<file path="src/shared/qu_pkg.sv">
package qu_pkg;
  localparam logic [2:0] QU_A_DATA = 3'h0;
  localparam logic [2:0] QU_A_IER = 3'h1;
  localparam logic [2:0] QU_A_ISR = 3'h2;
  localparam logic [2:0] QU_A_LCR = 3'h3;
  localparam logic [2:0] QU_A_MCR = 3'h4;
  localparam logic [2:0] QU_A_MSR = 3'h6;
  localparam logic [2:0] QU_A_SPR = 3'h7;
  localparam logic [2:0] QU_A_FRDY = 3'h7;
  localparam logic [2:0] QU_A_TCR = 3'h6;
  localparam logic [2:0] QU_A_TLR = 3'h7;
  localparam logic [2:0] QU_A_SECOND_STOP_CHAR = 3'h7;
  localparam logic [7:0] QU_LCR_EXT = 8'h00BF;
  localparam int QU_MCR_DTR = 0;
  localparam int QU_MCR_RTS = 1;
  localparam int QU_MCR_FRDY = 2;
  localparam int QU_MCR_OP = 3;
  localparam int QU_MCR_LOOP = 4;
  localparam int QU_MCR_TLEN = 6;
  localparam int QU_EFR_ENH = 4;
  localparam int QU_EFR_SPC = 5;
  localparam int QU_EFR_ARTS = 6;
  localparam int QU_EFR_ACTS = 7;
  localparam int QU_IER_RX = 0;
  localparam int QU_IER_TX = 1;
  localparam int QU_IER_LS = 2;
  localparam int QU_IER_MS = 3;
  localparam int QU_IER_SLP = 4;
  localparam int QU_IER_XOFF = 5;
  localparam int QU_IER_RTSC = 6;
  localparam int QU_IER_CTSC = 7;
  localparam logic [7:0] QU_RST8 = 8'h0000;
  localparam logic [7:0] QU_HI_MASK = 8'h00F0;
  localparam logic [7:0] QU_MCR_EMASK = 8'h00E0;
  localparam logic [5:0] QU_ID_LS = 6'h06;
  localparam logic [5:0] QU_ID_TO = 6'h0C;
  localparam logic [5:0] QU_ID_RX = 6'h04;
  localparam logic [5:0] QU_ID_TX = 6'h02;
  localparam logic [5:0] QU_ID_MS = 6'h00;
  localparam logic [5:0] QU_ID_XOFF = 6'h10;
  localparam logic [5:0] QU_ID_FLOW = 6'h20;
  localparam logic [6:0] QU_RXT0 = 7'd8;
  localparam logic [6:0] QU_RXT1 = 7'd16;
  localparam logic [6:0] QU_RXT2 = 7'd56;
  localparam logic [6:0] QU_RXT3 = 7'd60;
  localparam logic [6:0] QU_TXT0 = 7'd8;
  localparam logic [6:0] QU_TXT1 = 7'd16;
  localparam logic [6:0] QU_TXT2 = 7'd32;
  localparam logic [6:0] QU_TXT3 = 7'd56;
  typedef struct packed {
    logic cd_n;
    logic ri_n;
    logic dsr_n;
    logic cts_n;
  } qu_modem_in_t;
  typedef struct packed {
    logic [6:0] rx_level;
    logic [6:0] tx_free;
    logic rx_timeout;
    logic ls_error;
  } qu_fifo_stat_t;
  typedef enum logic [1:0] {QU_IDLE, QU_LOAD, QU_SEND} qu_tx_state_t;
endpackage

</file>
<file path="src/hdl/qu_chan_ctrl.sv">
`timescale 1ns/1ps
// Overview of operation
// - Modem-control bit 0 drives terminal-ready low; in loopback it feeds state bit 5.
// - Modem-control bits 7..5 are writable only with enhanced enable set.
// - State bits 7..4 show inverted modem inputs, or control bits 3,2,0,1 in loopback.
// - Change bits latch edges of CD, DSR, CTS, falling RI; cleared on read.
// - Interrupt enable gates seven sources; all disabled after reset.
// - Interrupt-enable bit 4 selects sleep mode; reset value is off.
// - Interrupt-enable bits 7..4 are writable only with enhanced enable set.
// - Re-enabling transmit interrupt raises a fresh one when free space is at or above the transmit trigger.
// - Source register mirrors FIFO enable in bits 7..6; bit 0 low when pending.
// - Highest-priority source coded in bits 5..0 per the priority table.
// - Bit 4 flags special char; bit 5 flags CTS/RTS deassertion.
// - CTS flow control stops transmission while clear-to-send input is high.
// - Auto RTS goes high at halt level and low at resume level.
// - Special detect compares received chars to second stop char; still stored.
// - Divisor bytes form a 16-bit divisor, writable only outside sleep.
// - Flow thresholds: halt in bits 3..0, resume in 7..4, steps of four.
// - Threshold and trigger registers writable only with enhanced and bit 6 set.
// - Trigger register: receive in 7..4, transmit in 3..0, level over four.
// - A zero trigger field falls back to the FIFO setup trigger.
// - Ready summary: receive bits above trigger or timeout, transmit bits at trigger.
// - Summary readable at address 7 with channel selected, bit 2 set, no loopback.
// - Modem-control bit 4 selects loopback of control lines and serial data.
// - FIFO setup receive trigger codes select 8, 16, 56 or 60 characters.
module qu_chan_ctrl
  import qu_pkg::*;
#(
  parameter int CHAN = 0
) (
  input wire logic sys_clk,
  input wire logic rst_b,
  input wire logic clk_en,
  input wire logic cs_b,
  input wire logic [3:0] any_cs_b,
  input wire logic [2:0] addr,
  input wire logic wr_stb,
  input wire logic rd_stb,
  input wire logic [7:0] wdata,
  output logic [7:0] rdata,
  input wire logic [3:0] peer_rx_rdy,
  input wire logic [3:0] peer_tx_rdy,
  output logic rx_rdy,
  output logic tx_rdy,
  input wire qu_modem_in_t modem_in,
  output logic dtr_b,
  output logic rts_b,
  output logic op_b,
  input wire logic rx_pin,
  output logic rx_serial,
  input wire logic tx_serial,
  output logic tx_pin,
  input wire qu_fifo_stat_t fifo_stat,
  input wire logic rx_char_valid,
  input wire logic [7:0] rx_char,
  input wire logic tx_ready_in,
  output logic tx_char_valid,
  output logic [7:0] tx_char,
  output logic tx_ready_out,
  input wire logic tx_push,
  input wire logic [7:0] tx_push_data,
  output logic tx_halt,
  output logic sleep_mode,
  output logic [15:0] divisor,
  output logic irq
);
  logic [7:0] mcr_r, mcr_nxt, ier_r, ier_nxt, efr_r, efr_nxt, lcr_r, lcr_nxt;
  logic [7:0] dll_r, dll_nxt, dlm_r, dlm_nxt, tcr_r, tcr_nxt, tlr_r, tlr_nxt;
  logic [7:0] fcr_r, fcr_nxt, second_stop_char_r, second_stop_char_nxt;
  logic [3:0] delta_r, delta_nxt, lines_r, lines_nxt;
  logic [3:0] m1_r, m2_r;
  logic rx_s1_r, rx_s2_r;
  logic auto_rts_r, auto_rts_nxt, thr_evt_r, thr_evt_nxt, spc_r, spc_nxt;
  logic flow_r, flow_nxt, cts_d_r, cts_d_nxt, rts_d_r, rts_d_nxt;
  logic ext, wr, rd, frdy_sel, loop;
  logic [3:0] lines_now;
  logic [6:0] rx_trig, tx_trig;
  logic [5:0] src_id;
  logic pend;
  logic [7:0] fifo_out;
  logic fifo_out_valid;

  function automatic logic [6:0] lvl4(input logic [3:0] f);
    lvl4 = {1'b0, f, 2'b00};
  endfunction

  assign ext = lcr_r == QU_LCR_EXT;
  assign wr = wr_stb && !cs_b;
  assign rd = rd_stb && !cs_b;
  assign loop = mcr_r[QU_MCR_LOOP];
  assign frdy_sel = (any_cs_b != 4'hF) && mcr_r[QU_MCR_FRDY] && !loop;
  assign sleep_mode = ier_r[QU_IER_SLP];
  assign divisor = {dlm_r, dll_r};

  // Loopback: control bits 3,2,0,1 stand in for CD, RI, DSR, CTS.
  assign lines_now = loop ? {mcr_r[QU_MCR_OP], mcr_r[QU_MCR_FRDY], mcr_r[QU_MCR_DTR],
                             mcr_r[QU_MCR_RTS]} : ~m2_r;
  assign dtr_b = loop ? 1'b1 : !mcr_r[QU_MCR_DTR];
  assign op_b = !mcr_r[QU_MCR_OP];
  assign rts_b = loop ? 1'b1 :
    (efr_r[QU_EFR_ARTS] ? auto_rts_r : !mcr_r[QU_MCR_RTS]);
  assign rx_serial = loop ? tx_serial : rx_s2_r;
  assign tx_pin = loop ? 1'b1 : tx_serial;
  assign tx_halt = efr_r[QU_EFR_ACTS] && !lines_now[0];

  // Trigger levels, with setup-register fallback for zero fields.
  always_comb begin
    rx_trig = lvl4(tlr_r[7:4]);
    tx_trig = lvl4(tlr_r[3:0]);
    if (tlr_r[7:4] == 4'h0) begin
      case (fcr_r[7:6])
        2'b00: rx_trig = QU_RXT0;
        2'b01: rx_trig = QU_RXT1;
        2'b10: rx_trig = QU_RXT2;
        default: rx_trig = QU_RXT3;
      endcase
    end
    if (tlr_r[3:0] == 4'h0) begin
      case (fcr_r[5:4])
        2'b00: tx_trig = QU_TXT0;
        2'b01: tx_trig = QU_TXT1;
        2'b10: tx_trig = QU_TXT2;
        default: tx_trig = QU_TXT3;
      endcase
    end
  end
  assign rx_rdy = (fifo_stat.rx_level > rx_trig) || fifo_stat.rx_timeout;
  assign tx_rdy = fifo_stat.tx_free >= tx_trig;

  // Priority encoder of pending sources.
  always_comb begin
    pend = 1'b1;
    src_id = QU_ID_MS;
    if (ier_r[QU_IER_LS] && fifo_stat.ls_error) begin
      src_id = QU_ID_LS;
    end else if (ier_r[QU_IER_RX] && fifo_stat.rx_timeout) begin
      src_id = QU_ID_TO;
    end else if (ier_r[QU_IER_RX] && rx_rdy) begin
      src_id = QU_ID_RX;
    end else if (ier_r[QU_IER_TX] && thr_evt_r) begin
      src_id = QU_ID_TX;
    end else if (ier_r[QU_IER_MS] && delta_r != 4'h0) begin
      src_id = QU_ID_MS;
    end else if (ier_r[QU_IER_XOFF] && spc_r) begin
      src_id = QU_ID_XOFF;
    end else if ((ier_r[QU_IER_RTSC] || ier_r[QU_IER_CTSC]) && flow_r) begin
      src_id = QU_ID_FLOW;
    end else begin
      pend = 1'b0;
    end
  end
  assign irq = pend;

  always_comb begin
    rdata = QU_RST8;
    if (rd) begin
      case (addr)
        QU_A_ISR: rdata = ext ? efr_r : {{2{fcr_r[0]}}, src_id[5:1], !pend};
        QU_A_LCR: rdata = lcr_r;
        QU_A_MCR: rdata = mcr_r;
        QU_A_IER: rdata = (lcr_r[7] && !ext) ? dlm_r : ier_r;
        QU_A_DATA: rdata = lcr_r[7] ? dll_r : 8'h00;
        QU_A_MSR: rdata = ext ? 8'h00 : (mcr_r[QU_MCR_TLEN] ? tcr_r : {lines_r, delta_r});
        default: begin
          if (frdy_sel) begin
            rdata = {peer_rx_rdy, peer_tx_rdy};
          end else if (ext) begin
            rdata = second_stop_char_r;
          end else begin
            rdata = mcr_r[QU_MCR_TLEN] ? tlr_r : 8'h00;
          end
        end
      endcase
    end
  end

  always_comb begin
    mcr_nxt = mcr_r;
    ier_nxt = ier_r;
    efr_nxt = efr_r;
    lcr_nxt = lcr_r;
    dll_nxt = dll_r;
    dlm_nxt = dlm_r;
    tcr_nxt = tcr_r;
    tlr_nxt = tlr_r;
    fcr_nxt = fcr_r;
    second_stop_char_nxt = second_stop_char_r;
    thr_evt_nxt = thr_evt_r;
    if (wr) begin
      case (addr)
        QU_A_LCR: lcr_nxt = wdata;
        QU_A_ISR: begin
          if (ext) begin
            efr_nxt = wdata;
          end else if (efr_r[QU_EFR_ENH]) begin
            fcr_nxt = wdata;
          end else begin
            fcr_nxt = {wdata[7:6], fcr_r[5:4], wdata[3:0]};
          end
        end
        QU_A_MCR: begin
          if (efr_r[QU_EFR_ENH]) begin
            mcr_nxt = wdata;
          end else begin
            mcr_nxt = (mcr_r & QU_MCR_EMASK) | (wdata & ~QU_MCR_EMASK);
          end
        end
        QU_A_IER: begin
          if (lcr_r[7] && !ext) begin
            if (!ier_r[QU_IER_SLP]) dlm_nxt = wdata;
          end else if (!ext) begin
            if (efr_r[QU_EFR_ENH]) begin
              ier_nxt = wdata;
            end else begin
              ier_nxt = (ier_r & QU_HI_MASK) | (wdata & ~QU_HI_MASK);
            end
          end
        end
        QU_A_DATA: begin
          if (lcr_r[7] && !ier_r[QU_IER_SLP]) dll_nxt = wdata;
        end
        QU_A_MSR: begin
          if (efr_r[QU_EFR_ENH] && mcr_r[QU_MCR_TLEN]) tcr_nxt = wdata;
        end
        default: begin
          if (ext) begin
            second_stop_char_nxt = wdata;
          end else if (efr_r[QU_EFR_ENH] && mcr_r[QU_MCR_TLEN]) begin
            tlr_nxt = wdata;
          end
        end
      endcase
    end
    if ((rd && addr == QU_A_ISR && !ext && src_id == QU_ID_TX) || tx_push) begin
      thr_evt_nxt = 1'b0;
    end
    // A re-enable in the same cycle as a clear still raises the event.
    if (wr && addr == QU_A_IER && !lcr_r[7] && !ext && wdata[QU_IER_TX] &&
        !ier_r[QU_IER_TX] && tx_rdy) begin
      thr_evt_nxt = 1'b1;
    end
    if (fcr_r[2]) fcr_nxt[2] = 1'b0;
    if (fcr_r[1]) fcr_nxt[1] = 1'b0;
  end

  // Modem change detection, flow control and special character.
  always_comb begin
    lines_nxt = lines_now;
    delta_nxt = delta_r;
    if (rd && addr == QU_A_MSR && !ext && !mcr_r[QU_MCR_TLEN]) begin
      delta_nxt = 4'h0;
    end
    delta_nxt[3] = delta_nxt[3] | (lines_now[3] ^ lines_r[3]);
    delta_nxt[2] = delta_nxt[2] | (!lines_now[2] && lines_r[2]);
    delta_nxt[1] = delta_nxt[1] | (lines_now[1] ^ lines_r[1]);
    delta_nxt[0] = delta_nxt[0] | (lines_now[0] ^ lines_r[0]);
    auto_rts_nxt = auto_rts_r;
    if (fifo_stat.rx_level >= lvl4(tcr_r[3:0])) begin
      auto_rts_nxt = 1'b1;
    end else if (fifo_stat.rx_level <= lvl4(tcr_r[7:4])) begin
      auto_rts_nxt = 1'b0;
    end
    cts_d_nxt = lines_now[0];
    rts_d_nxt = rts_b;
    flow_nxt = flow_r;
    spc_nxt = spc_r;
    if (rd && addr == QU_A_ISR && !ext) begin
      flow_nxt = 1'b0;
      spc_nxt = 1'b0;
    end
    if ((ier_r[QU_IER_CTSC] && cts_d_r && !lines_now[0]) ||
        (ier_r[QU_IER_RTSC] && !rts_d_r && rts_b)) begin
      flow_nxt = 1'b1;
    end
    if (efr_r[QU_EFR_SPC] && rx_char_valid && rx_char == second_stop_char_r) begin
      spc_nxt = 1'b1;
    end
  end

  qu_fifo #(.WIDTH(8), .DEPTH(8)) u_txbuf (
    .sys_clk(sys_clk),
    .rst_b(rst_b),
    .clk_en(clk_en),
    .in_valid(tx_push),
    .in_ready(tx_ready_out),
    .in_data(tx_push_data),
    .out_valid(fifo_out_valid),
    .out_ready(tx_ready_in && !tx_halt),
    .out_data(fifo_out)
  );
  assign tx_char_valid = fifo_out_valid && !tx_halt;
  assign tx_char = fifo_out;

  always_ff @(posedge sys_clk or negedge rst_b) begin
    if (!rst_b) begin
      mcr_r <= QU_RST8;
      ier_r <= QU_RST8;
      efr_r <= QU_RST8;
      lcr_r <= QU_RST8;
      dll_r <= QU_RST8;
      dlm_r <= QU_RST8;
      tcr_r <= QU_RST8;
      tlr_r <= QU_RST8;
      fcr_r <= QU_RST8;
      second_stop_char_r <= QU_RST8;
      delta_r <= 4'h0;
      lines_r <= 4'h0;
      m1_r <= 4'hF;
      m2_r <= 4'hF;
      rx_s1_r <= 1'b1;
      rx_s2_r <= 1'b1;
      auto_rts_r <= 1'b0;
      thr_evt_r <= 1'b0;
      spc_r <= 1'b0;
      flow_r <= 1'b0;
      cts_d_r <= 1'b0;
      rts_d_r <= 1'b1;
    end else if (clk_en) begin
      mcr_r <= mcr_nxt;
      ier_r <= ier_nxt;
      efr_r <= efr_nxt;
      lcr_r <= lcr_nxt;
      dll_r <= dll_nxt;
      dlm_r <= dlm_nxt;
      tcr_r <= tcr_nxt;
      tlr_r <= tlr_nxt;
      fcr_r <= fcr_nxt;
      second_stop_char_r <= second_stop_char_nxt;
      delta_r <= delta_nxt;
      lines_r <= lines_nxt;
      m1_r <= modem_in;
      m2_r <= m1_r;
      rx_s1_r <= rx_pin;
      rx_s2_r <= rx_s1_r;
      auto_rts_r <= auto_rts_nxt;
      thr_evt_r <= thr_evt_nxt;
      spc_r <= spc_nxt;
      flow_r <= flow_nxt;
      cts_d_r <= cts_d_nxt;
      rts_d_r <= rts_d_nxt;
    end
  end

  mcr_guard_a: assert property (@(posedge sys_clk) disable iff (!rst_b)
    clk_en && wr && addr == QU_A_MCR && !efr_r[QU_EFR_ENH] && !ext
    |=> mcr_r[7:5] == $past(mcr_r[7:5])) else $error("modem control high bits changed");
  ier_guard_a: assert property (@(posedge sys_clk) disable iff (!rst_b)
    clk_en && wr && addr == QU_A_IER && !lcr_r[7] && !efr_r[QU_EFR_ENH]
    |=> ier_r[7:4] == $past(ier_r[7:4])) else $error("enable high bits changed");
  div_lock_a: assert property (@(posedge sys_clk) disable iff (!rst_b)
    sleep_mode |=> divisor == $past(divisor)) else $error("divisor written in sleep");
  loop_map_a: assert property (@(posedge sys_clk) disable iff (!rst_b)
    clk_en && loop && $stable(mcr_r)
    |=> lines_r == {$past(mcr_r[3]), $past(mcr_r[2]), $past(mcr_r[0]), $past(mcr_r[1])})
    else $error("loopback mapping wrong");
  dtr_out_a: assert property (@(posedge sys_clk) disable iff (!rst_b)
    !loop |-> dtr_b == !mcr_r[QU_MCR_DTR]) else $error("terminal ready level wrong");
  cts_halt_a: assert property (@(posedge sys_clk) disable iff (!rst_b)
    efr_r[QU_EFR_ACTS] && !loop && m2_r[0] |-> !tx_char_valid)
    else $error("sent while clear-to-send high");
  isr_none_a: assert property (@(posedge sys_clk) disable iff (!rst_b)
    ier_r == 8'h00 && rd && addr == QU_A_ISR && !ext |-> rdata[5:0] == 6'h01)
    else $error("pending shown with sources off");
  ri_edge_a: assert property (@(posedge sys_clk) disable iff (!rst_b)
    clk_en && !delta_r[2] && lines_r[2] && !lines_now[2] && !loop |=> delta_r[2])
    else $error("ring edge missed");
  tlr_guard_a: assert property (@(posedge sys_clk) disable iff (!rst_b)
    !(efr_r[QU_EFR_ENH] && mcr_r[QU_MCR_TLEN]) |=> tlr_r == $past(tlr_r))
    else $error("trigger register written while locked");
endmodule

</file>
<file path="src/hdl/qu_fifo.sv">
`timescale 1ns/1ps
module qu_fifo #(
  parameter int WIDTH = 8,
  parameter int DEPTH = 8
) (
  input wire logic sys_clk,
  input wire logic rst_b,
  input wire logic clk_en,
  input wire logic in_valid,
  output logic in_ready,
  input wire logic [WIDTH-1:0] in_data,
  output logic out_valid,
  input wire logic out_ready,
  output logic [WIDTH-1:0] out_data
);
  localparam int AW = $clog2(DEPTH);
  logic [WIDTH-1:0] mem_r [DEPTH];
  logic [WIDTH-1:0] mem_nxt [DEPTH];
  logic [AW-1:0] wp_r, wp_nxt, rp_r, rp_nxt;
  logic [AW:0] cnt_r, cnt_nxt;
  logic push, pop;
  assign in_ready = cnt_r != (AW+1)'(DEPTH);
  assign out_valid = cnt_r != '0;
  assign out_data = mem_r[rp_r];
  assign push = in_valid && in_ready;
  assign pop = out_valid && out_ready;
  always_comb begin
    mem_nxt = mem_r;
    wp_nxt = wp_r;
    rp_nxt = rp_r;
    cnt_nxt = cnt_r;
    if (push) begin
      mem_nxt[wp_r] = in_data;
      wp_nxt = (wp_r == AW'(DEPTH - 1)) ? '0 : wp_r + 1'b1;
    end
    if (pop) begin
      rp_nxt = (rp_r == AW'(DEPTH - 1)) ? '0 : rp_r + 1'b1;
    end
    if (push && !pop) begin
      cnt_nxt = cnt_r + 1'b1;
    end else if (pop && !push) begin
      cnt_nxt = cnt_r - 1'b1;
    end
  end
  always_ff @(posedge sys_clk or negedge rst_b) begin
    if (!rst_b) begin
      for (int i = 0; i < DEPTH; i++) begin
        mem_r[i] <= '0;
      end
      wp_r <= '0;
      rp_r <= '0;
      cnt_r <= '0;
    end else if (clk_en) begin
      mem_r <= mem_nxt;
      wp_r <= wp_nxt;
      rp_r <= rp_nxt;
      cnt_r <= cnt_nxt;
    end
  end
endmodule

</file>
<file path="config.mk">
export PLATFORM = sky130hd
export DESIGN_NAME = qu_chan_ctrl
export DESIGN_NICKNAME = d
export VERILOG_FILES = /design/src/shared/qu_pkg.sv /design/src/hdl/qu_chan_ctrl.sv /design/src/hdl/qu_fifo.sv
export SDC_FILE = /design/constraint.sdc
export NUM_CORES = 1
export LEC_CHECK = 0
export CAP_MARGIN = 20
export CORE_MARGIN = 5
export CORE_UTILIZATION = 50
export CTS_BUF_LIST = sky130_fd_sc_hd__clkbuf_4 sky130_fd_sc_hd__clkbuf_8
export DETAILED_ROUTE_END_ITERATION = 8
export DONT_BUFFER_PORTS = 1
export MAX_ROUTING_LAYER = met4
export PLACE_DENSITY = 0.76
export SLEW_MARGIN = 20
export SYNTH_ARGS = -nofsm -noshare
export SYNTH_HDL_FRONTEND = slang
export SYNTH_SLANG_ARGS = --single-unit
</file>
<file path="constraint.sdc">
create_clock -name sys_clk -period 4.4 [get_ports sys_clk]
set_input_delay 1.32 -clock sys_clk [delete_from_list [all_inputs] [get_ports sys_clk]]
set_output_delay 1.32 -clock sys_clk [all_outputs]
set_load 0.02 [all_outputs]
</file>
==> results.toml, run 1 <==
[synthesis]
synth.area.top_cells = "dfrtp_1 45%, mux2_2 21%, mux4_2 4.0%, ha_1 3.6%, dfstp_2 3.2%"
synthMuxAreaShare_pct = 26.5
async_flop_share_pct = 100
ys_types = 60
yosys.area_share.simple_pct = 9.98
synth_top_family_by_area = "multiplexers"
synth_top_area_share_pct = 44.9
yosysWarnings = 0
syn_nets = 846
seq_area_frac_synth_pct = 48.0
synthFlopType = "dfrtp_1"
synth_edf_count = 0
syn_area_sq_um = 9090
synth-compound-area-share_pct = 7.49
synth_area_per_cell_sq_um = 12.1
synth_xor_area_share_pct = 1.44
ys_seq_elements = 174
synth_cells = 749
synth_fa_ha_area_share_pct = 3.80
yosysTopAreaCell = "dfrtp_1"

[grt]
grt_max_degree = 175
overflow = 0
grt_pass1_vias = 6638
grt_pass1_wl_mm = 37.9
grt_use_total_pct = 24.6
antenna_found_initial = 0

[routing]
drt_iter0_markers = 484
drt-vias-per-instance = 6.32
wl_per_cell_um = 24.7
first_pass_iters = 5
drt-total-wl_mm = 24.4
final_antenna_net_count = 0
vias = 6249
drc = 0

[sta]
layout_min_cycle_time_ns = 4.37
clock_skew_ns = 0.0201
setup_viol = 0
worst_pin_slew_ns = 1.07
maxSlewViolCount = 0
finalCritPeriodShare_pct = 99.2
max-slew-margin-rel_pct = 28.7
rsz0062_at_grt = "yes"
finalHoldViolCount = 0
fmax_mhz = 229

[setup_path]
crit_type = "input port to output pin"
worstPathArrival_ns = 3.05
crit_fanout = 4
r2r-start = "mcr_r[4]$_DFFE_PN0P_"
end_kind = "output pin"
rrSetupSlack_ns = 1.19
r2r_cells = 11
start_kind = "input port"
required_ns = 3.08
r2r_end = "u_txbuf.cnt_r[3]$_DFFE_PN0P_"

[worst_hold_path]
worstHoldPathType = "flip-flop to flip-flop"
holdPathStages = 2
hold-path-endpoint = "m2_r[0]$_DFFE_PN1P_"
hold_path.startpoint = "m2_r[0]$_DFFE_PN1P_"

[clocking]
cts_made_buffers = 17
clkLatencyLatePin_ns = 0.47
cts_buffer_depth = 2
clk_pin_slew_ns = 0.09
cts_tree = "yes"
holdBufCountCts = 0
cts-root-buf = "clkbuf_8"
htreeDepth = 4
cts.sinks = 174

[die]
die_h_um = 145
ioPinCount = 114
rows = 49
die_area_sq_um = 21000
start_util_pct = 50.6
die_w_um = 145
coreArea_sq_um = 18000

[flow_run]
maxCapViolCount = 0

[final_layout]
final_cell_mix = "172 x mux2_2, 163 x dfrtp_1, 39 x nand2_1"
fin_area_sq_um = 9820
final_util_pct = 54.6
diodes = 0
drive_above_1_share_pct = 36.1
area_delta_synth_final_pct = 7.95
fin_nets = 844
final_common_cell = "mux2_2"

[placed_design]
placed_area_sq_um = 9390
gpl.final_weighted_congestion = 0.986
io_buffer_count = 0
dp.final_hpwl_mm = 17.8

[outcome]
outcome = "complete, no violations"

[power]
powerDensity_nw_per_um2 = 506
leakagePower_nw = 4.26
peakVddDrop_v = 0.000390
finalPower_mw = 4.97
-- cell families after synthesis --
group / Yosys count
AO/OA/AOI/OAI: 99
XOR/XNOR: 15
adder cells (fa/ha/maj): 27
buffers and inverters: 66
flip-flops: 174
multiplexers: 199
AND/OR/NAND/NOR: 169
-- worst max path at each step --
| stage | start | slack (ns) | cells past startpoint | endpoint |
|---|---|---|---|---|
| after global placement | fifo_stat[15] | -0.04 | 4 | rdata[0] |
| after floorplan | fifo_stat[15] | 0.01 | 4 | rdata[1] |
| final | fifo_stat[11] | 0.03 | 6 | rdata[0] |
| after detailed placement | fifo_stat[13] | -0.06 | 6 | rdata[4] |
| after CTS | fifo_stat[1] | -0.001 | 4 | rdata[0] |
| after global routing | tlr_r[4]$_DFFE_PN0P_ | -0.14 | 10 | rdata[0] |
-- power breakdown --
part / internal [mW] / leakage, nW / switching, mW / total [mW]
logic: 0.819 / 1.86 / 0.651 / 1.47
clock network: 0.419 / 0.190 / 0.660 / 1.08
registers: 2.02 / 2.20 / 0.398 / 2.42
total: 3.26 / 4.26 / 1.71 / 4.97
-- layout make-up --
type                       count  area, sq um
tap                          229          287
multi-input combinational    509         4540
sequential                   174         4370
clock inverter                15          146
inverter                      26         97.6
clock buffer                  17          234
fill                        1511         8150
timing repair buffer          19          143
-- synthesized netlist by cell type, drive strengths merged (3+ instances only) --
cell type  instances
nor4b              3
nor2              27
o21ai             25
or2                4
nand3             23
a31oi              4
clkbuf            23
nor2b             10
a221oi             6
nor4               4
and3               8
mux2             172
ha                26
o21a               3
or4                3
dfstp             11
nand4             12
o41ai              3
dfrtp            163
inv               26
xnor2             11
mux2i             11
nor3b              3
xor2               4
o22ai              4
a22o               3
mux4              16
nand2             39
a22oi              5
a311o              3
a21oi             18
nand2b             6
nor3              17
a311oi             7
buf               17
-- state kept, by name, summed over array words and instances (netlist names), 5 cells and up --
signal	flops
tlr_r	8
dlm_r	8
u_txbuf.mem_r	64
fcr_r	5
second_stop_char_r	8
mcr_r	8
lcr_r	8
efr_r	8
dll_r	8
ier_r	8
tcr_r	8
-- metrics by stage --
stage / std cells / TNS [ns] / setup WS (ns) / hold WS (ns)
2_1_floorplan: 749 / 0 / 0.0116 / 0.459
3_5_place_dp: 955 / -0.116 / -0.0581 / 0.484
6_report: 989 / 0 / 0.0342 / 0.492
3_3_place_gp: 955 / -0.0724 / -0.0380 / 0.473
5_1_grt: 989 / -0.237 / -0.143 / 0.513
4_1_cts: 987 / -0.00135 / -0.00135 / 0.500
-- metal layers --
layer | global-route usage, % | vias to the layer above | wire (um)
met3 | 6.77 | 51 | 2030
met2 | 41.1 | 241 | 12300
li1 | - | 2774 | -
met4 | 8.49 | 0 | 754
met5 | - | - | 0
met1 | 28.7 | 3183 | 9380
-- timing repair --
item                       in CTS  in global routing
pin swaps                       5                 10
setup endpoints to repair       2                  4
setup buffers                   0                  2
resized for setup               4                  4
-- worst max-delay path, cell delays in order --
cell and delay [ns]:
inv_1 0.06, ha_1 0.29, nand4_1 0.15, o211a_4 0.30, or4b_4 0.52, a311oi_4 0.40
(Power assumes the default switching activity.)
==> run 2: changes to the inputs <==
--- a/config.mk
+++ b/config.mk
@@ -12,7 +12,6 @@
 export DETAILED_ROUTE_END_ITERATION = 8
 export DONT_BUFFER_PORTS = 1
 export MAX_ROUTING_LAYER = met4
-export PLACE_DENSITY = 0.76
 export SLEW_MARGIN = 20
 export SYNTH_ARGS = -nofsm -noshare
 export SYNTH_HDL_FRONTEND = slang
==> run 2 against run 1 <==
Clock power increased by 6%. Sequential power about the same. Final area increased by 0.97%. Critical path type unchanged. Largest cell class unchanged. Highest routed layer unchanged.
==> results.toml, run 2 (same netlist as run 1, synthesis figures left out) <==
[placed_design]
io_buffer_count = 0
dp.final_hpwl_mm = 17.8
place_inst = 960
pre_cts_ws_ns = -0.0856
gpl.final_weighted_congestion = 0.945
placed_area_sq_um = 9420

[power]
peakVddDrop_v = 0.000333
p_comb_share_pct = 28.7
p_seq_share_pct = 48.4
clkPwrFrac_pct = 22.9
leakagePower_nw = 4.31
p_int_mw = 3.34
powerDensity_nw_per_um2 = 507
switchingPower_mw = 1.68
swShare_pct = 33.4

[final_layout]
multi_input_area_sq_um = 4560
diodes = 0
area_delta_synth_final_pct = 9.00
fin_nets = 850
num-fill-cells = 1526
largest_reg_flops = 64
top_register = "u_txbuf.mem_r"
final_cell_mix = "172 x mux2_2, 163 x dfrtp_1, 39 x nand2_1"
layoutNonFillerInstCount = 995
final_common_cell = "mux2_2"
regArea_sq_um = 4370
drive_above_1_share_pct = 36.8
fin_area_sq_um = 9910

[clocking]
cts_made_buffers = 17
clk_pin_slew_ns = 0.09
cts_tree = "yes"
cts.sinks = 174
htreeDepth = 4
cts_buffer_depth = 2
cts-root-buf = "clkbuf_8"
clkLatencyLatePin_ns = 0.47

[routing]
drc = 0
final_antenna_net_count = 0
drt_iter0_markers = 461
first_pass_iters = 5
drt-vias-per-instance = 6.18
vias = 6152
wl_per_cell_um = 24.8
drt-total-wl_mm = 24.7

[sta]
finalCritPeriodShare_pct = 99.5
rsz0062_at_grt = "yes"
maxSlewViolCount = 0
worst_slack_ns = 0.0216
worst_pin_slew_ns = 1.02
clock_skew_ns = 0.0194
layout_min_cycle_time_ns = 4.38
setup_viol = 0
finalHoldViolCount = 0
worst_hold_slack_ns = 0.493
max-slew-margin-rel_pct = 31.7
fmax_mhz = 228

[worst_hold_path]
holdPathStages = 2
worstHoldPathType = "flip-flop to flip-flop"

[die]
rows = 49
coreArea_sq_um = 18000
die_w_um = 145
die_h_um = 145
ioPinCount = 114
start_util_pct = 50.6
die_area_sq_um = 21000

[grt]
grt_max_degree = 175
overflow = 0
antenna_found_initial = 0
grt_use_total_pct = 25.0
grt_pass1_wl_mm = 38.2
grt_pass1_vias = 6606

[setup_path]
r2r_cells = 11
worstPathArrival_ns = 3.06
crit_type = "input port to output pin"
required_ns = 3.08
crit_fanout = 4
end_kind = "output pin"
start_kind = "input port"

[flow_run]
maxCapViolCount = 0

[outcome]
outcome = "complete, no violations"
==> run 2: changes by cell type in the layout (fill, tap and decap cells not counted), sizes merged <==
| cell | previous run | this run |
|---|---|---|
| clkinvlp | 2 | 1 |
| clkbuf | 17 | 18 |
| inv | 33 | 35 |
| bufinv | 0 | 1 |
| buf | 19 | 25 |
| clkinv | 6 | 3 |
==> run 2: worst max-delay path, cell delays in order <==
cell and delay [ns]:
or4_4 0.53, o211a_4 0.27, or4_4 0.55, a311oi_4 0.39
==> run 2: per-layer routing <==
layer / GRT usage, % / wire (um) / vias up
met4: 8.10 / 606 / 0
met3: 5.88 / 1680 / 40
met2: 41.4 / 12300 / 184
met1: 30.4 / 10100 / 3154
met5: - / 0 / -
li1: - / - / 2774
==> run 2: repair_timing <==
action,4_1_cts,5_1_grt
gates resized for setup,4,5
hold buffers,0,0
pin swaps,4,5
cloned,0,0
setup endpoints to repair,2,3
setup buffers,3,0
==> run 2: per-stage QoR <==
step           setup TNS (ns)  utilization [%]  total power [mW]
6_report                    0             55.2              5.02
5_1_grt              -0.00308             55.2              5.31
4_1_cts                     0             55.0              5.07
3_5_place_dp           -0.158             52.5              3.92
3_3_place_gp           -0.132             52.5              3.82
2_1_floorplan               0                -              3.56
==> run 2: path summary, 6_finish.rpt <==
kind / startpoint / to / slack [ns]
min: m2_r[0]$_DFFE_PN1P_ / m2_r[0]$_DFFE_PN1P_ / 0.49
max in group asynchronous: rst_b / m2_r[2]$_DFFE_PN1P_ / 3.53
min reg2reg: m2_r[0]$_DFFE_PN1P_ / m2_r[0]$_DFFE_PN1P_ / 0.49
min in group asynchronous: rst_b / fcr_r[7]$_DFFE_PN0P_ / 0.54
max reg2reg: mcr_r[4]$_DFFE_PN0P_ / u_txbuf.cnt_r[3]$_DFFE_PN0P_ / 1.34
max: fifo_stat[1] / rdata[4] / 0.02
==> run 2: power by group through the flow <==
stage                     Sequential (mW)  Clock [mW]  Combinational, mW
after floorplan                      2.27           0               1.29
after global placement               2.43           0               1.39
after detailed placement             2.46           0               1.45
after CTS                            2.44        1.18               1.46
after global routing                 2.50        1.24               1.57
final                                2.43        1.15               1.44
==> run 2: layout make-up <==
class | instances | area share [%]
clock buffers | 18 | 2.50
clock inverters | 14 | 1.67
inverters | 26 | 0.985
multi-input cells | 509 | 46.0
flip-flops and latches | 174 | 44.1
well taps | 229 | 2.89
repair buffers | 25 | 1.89
==> run 3: changes to the inputs <==
--- a/config.mk
+++ b/config.mk
@@ -7,12 +7,14 @@
 export LEC_CHECK = 0
 export CAP_MARGIN = 20
 export CORE_MARGIN = 5
-export CORE_UTILIZATION = 50
+export CORE_UTILIZATION = 55
 export CTS_BUF_LIST = sky130_fd_sc_hd__clkbuf_4 sky130_fd_sc_hd__clkbuf_8
 export DETAILED_ROUTE_END_ITERATION = 8
 export DONT_BUFFER_PORTS = 1
 export MAX_ROUTING_LAYER = met4
+export PLACE_DENSITY = 0.7
 export SLEW_MARGIN = 20
 export SYNTH_ARGS = -nofsm -noshare
 export SYNTH_HDL_FRONTEND = slang
+export SYNTH_HIERARCHICAL = 1
 export SYNTH_SLANG_ARGS = --single-unit
==> run 3 against run 2 <==
The flow now finishes with violations (negative setup slack). Sequential power increased by 3%. Area after synthesis increased by 2.7%. Maximum frequency decreased by 3.6%. Global-route usage increased by 0.27 points. Clock skew decreased by 0.0071 ns. Register-to-register slack got worse by 0.43 ns. Largest power group unchanged. Critical path type unchanged. Final area increased by 2.0%. First-iteration DRC count decreased by 5.4%. Die area decreased by 6.2%. Non-clock buffer count decreased by 7.
==> results.toml, run 3 <==
[setup_path]
worstPathArrival_ns = 3.22
end_kind = "output pin"
crit_type = "input port to output pin"
slowest_stage = "or4b_4"
cp_cell_sequence = "inv_12, ha_4, or3b_4, nor4_4, o31ai_4, or4b_4, a311oi_4"
required_ns = 3.08
crit_family = "simple AND/OR/NAND/NOR gates"
cp_num_buf_inv = 1
start_kind = "input port"
slowest_delay_ns = 0.52
crit_fanout = 5

[synthesis]
synth-compound-area-share_pct = 6.79
synth_fa_ha_area_share_pct = 3.70
yosysTopAreaCell = "dfrtp_1"
async_flop_share_pct = 100
ys_top_cells_by_count = "170 x mux2_2, 163 x dfrtp_1, 43 x nand2_1, 27 x inv_1, 26 x ha_1"
synth.area.top_cells = "dfrtp_1 44%, mux2_2 21%, mux4_2 3.9%, ha_1 3.5%, dfstp_2 3.1%"
syn_nets = 854
synth_area_per_cell_sq_um = 12.3
synthMuxAreaShare_pct = 26.2
ys_types = 74
yosysWarnings = 6
synth_cells = 757
yosys.area_share.simple_pct = 12.4
synth_top_family_by_area = "multiplexers"
synthFlopType = "dfrtp_1"
seq_area_frac_synth_pct = 46.8
synth_xor_area_share_pct = 1.22
ys_seq_elements = 174
syn_area_sq_um = 9340
yosysMostFrequentCell = "mux2_2"
synth_top_area_share_pct = 43.7
synth_edf_count = 0

[sta]
rsz0062_at_grt = "yes"
max-slew-margin-rel_pct = 40.5
worst_pin_slew_ns = 0.892
worst_slack_ns = -0.143
maxSlewViolCount = 0
fmax_mhz = 220
layout_min_cycle_time_ns = 4.54
finalCritPeriodShare_pct = 103
clock_skew_ns = 0.0123
tns_ns = -0.437
finalHoldViolCount = 0
setup_viol = 4

[routing]
final_antenna_net_count = 0
vias = 6353
wl_per_cell_um = 24.0
first_pass_iters = 5
drt-vias-per-instance = 6.43
drt_iter0_markers = 436
drc = 0
drt-total-wl_mm = 23.7

[power]
p_seq_share_pct = 47.2
clkPwrFrac_pct = 20.9
peakVddDrop_v = 0.000390
powerDensity_nw_per_um2 = 523
finalPower_mw = 5.29
p_int_mw = 3.42
p_comb_share_pct = 31.9
leakagePower_nw = 4.34
swShare_pct = 35.4
switchingPower_mw = 1.87

[final_layout]
top_register = "u_txbuf/mem_r"
drive_above_1_share_pct = 37.1
area_delta_synth_final_pct = 8.23
diodes = 0
num-fill-cells = 1326
largest_reg_flops = 64
final_common_cell = "mux2_2"
layoutNonFillerInstCount = 988
final_cell_mix = "170 x mux2_2, 163 x dfrtp_1, 43 x nand2_1"
fin_area_sq_um = 10100
fin_nets = 852

[grt]
grt_pass1_wl_mm = 37.5
overflow = 0
antenna_found_initial = 0
grt_pass1_vias = 6591
grt_max_degree = 175
grt_use_total_pct = 25.3

[placed_design]
gpl.final_weighted_congestion = 0.917
dp.final_hpwl_mm = 17.1
pre_cts_ws_ns = -0.162
placed_area_sq_um = 9650
place_inst = 954
io_buffer_count = 0

[clocking]
holdBufCountCts = 0
cts-root-buf = "clkbuf_8"
clk_pin_slew_ns = 0.10
cts_made_buffers = 17
cts_tree = "yes"
clkLatencyLatePin_ns = 0.48
cts.sinks = 174
htreeDepth = 4
cts_buffer_depth = 2

[die]
die_area_sq_um = 19700
die_h_um = 140
ioPinCount = 114
start_util_pct = 56.1
die_w_um = 140
rows = 47
coreArea_sq_um = 16600

[flow_run]
maxCapViolCount = 0

[outcome]
outcome = "finished, violations left"
violations = "negative setup slack"

[worst_hold_path]
worstHoldPathType = "flip-flop to flip-flop"
[run 3: cell count changes in the layout (fill, tap and decap cells not counted), sizes merged, moves of 5 or more]
cell | previous run | this run
buf | 25 | 18
a22oi | 5 | 0
nand3 | 23 | 18
a211oi | 1 | 6
and2 | 1 | 6
a21oi | 18 | 12
nor2b | 10 | 15
[run 3: worst paths after layout]
check	depth (start not counted)	start	slack, ns	endpoint
min	2	m1_r[0]$_DFFE_PN1P_	0.49	m2_r[0]$_DFFE_PN1P_
max reg2reg	10	mcr_r[4]$_DFFE_PN0P_	0.91	u_txbuf/cnt_r[3]$_DFFE_PN0P_
max	7	fifo_stat[11]	-0.14	rdata[4]
max in group asynchronous	0	rst_b	3.52	tlr_r[3]$_DFFE_PN0P_
min in group asynchronous	0	rst_b	0.53	dlm_r[5]$_DFFE_PN0P_
min reg2reg	2	m1_r[0]$_DFFE_PN1P_	0.49	m2_r[0]$_DFFE_PN1P_
[run 3: cells by family (layout without fill, tap and decap cells)]
group	after synthesis	after routing
AO/OA/AOI/OAI	91	91
buffers and inverters	66	77
flip-flops	174	174
adder cells (fa/ha/maj)	27	27
AND/OR/NAND/NOR	185	185
XOR/XNOR	13	13
multiplexers	201	201
[run 3: layer usage]
layer / global-route usage (%) / routed length, um
met2: 37.6 / 11000
met4: 9.08 / 701
met5: - / 0
met1: 33.1 / 9980
met3: 7.46 / 2050
[run 3: layout make-up]
cell class	count	area, sq um	area share, %
Multi-Input combinational cell	517	4810	47.6
Sequential cell	174	4370	43.2
Tap cell	220	275	2.72
Clock buffer	17	234	2.32
Clock inverter	15	168	1.66
Timing Repair Buffer	18	135	1.34
Inverter	27	114	1.13
[run 3: power groups by stage]
stage,clock network [mW],registers (mW),logic [mW]
floorplan,0,2.30,1.51
global placement,0,2.48,1.60
detailed placement,0,2.53,1.68
CTS,1.13,2.50,1.69
global route,1.21,2.56,1.83
finish,1.10,2.50,1.69
[run 3: metrics by stage]
| stage | hold WS (ns) | util (%) |
|---|---|---|
| 5_1_grt | 0.488 | 60.7 |
| 2_1_floorplan | 0.463 | - |
| 4_1_cts | 0.494 | 60.6 |
| 3_5_place_dp | 0.477 | 58.0 |
| 6_report | 0.489 | 60.7 |
| 3_3_place_gp | 0.482 | 58.0 |
[run 3: timing repair]
item / 4_1_cts / 5_1_grt
gates resized for setup: 5 / 2
buffers inserted: 0 / 2
pin swaps: 1 / 2
endpoints found under the setup margin: 4 / 6
[run 3: worst reg2reg max path, delay by kind of cell, from the launching register on]
| kind | cells | cell delay (ns) |
|---|---|---|
| and+or+nand+nor | 4 | 1.17 |
| DFF | 1 | 0.69 |
| muxes | 1 | 0.52 |
| adders and majority gates | 2 | 0.47 |
| AOI/OAI and AO/OA | 2 | 0.38 |
| buffers and inverters | 1 | 0.13 |
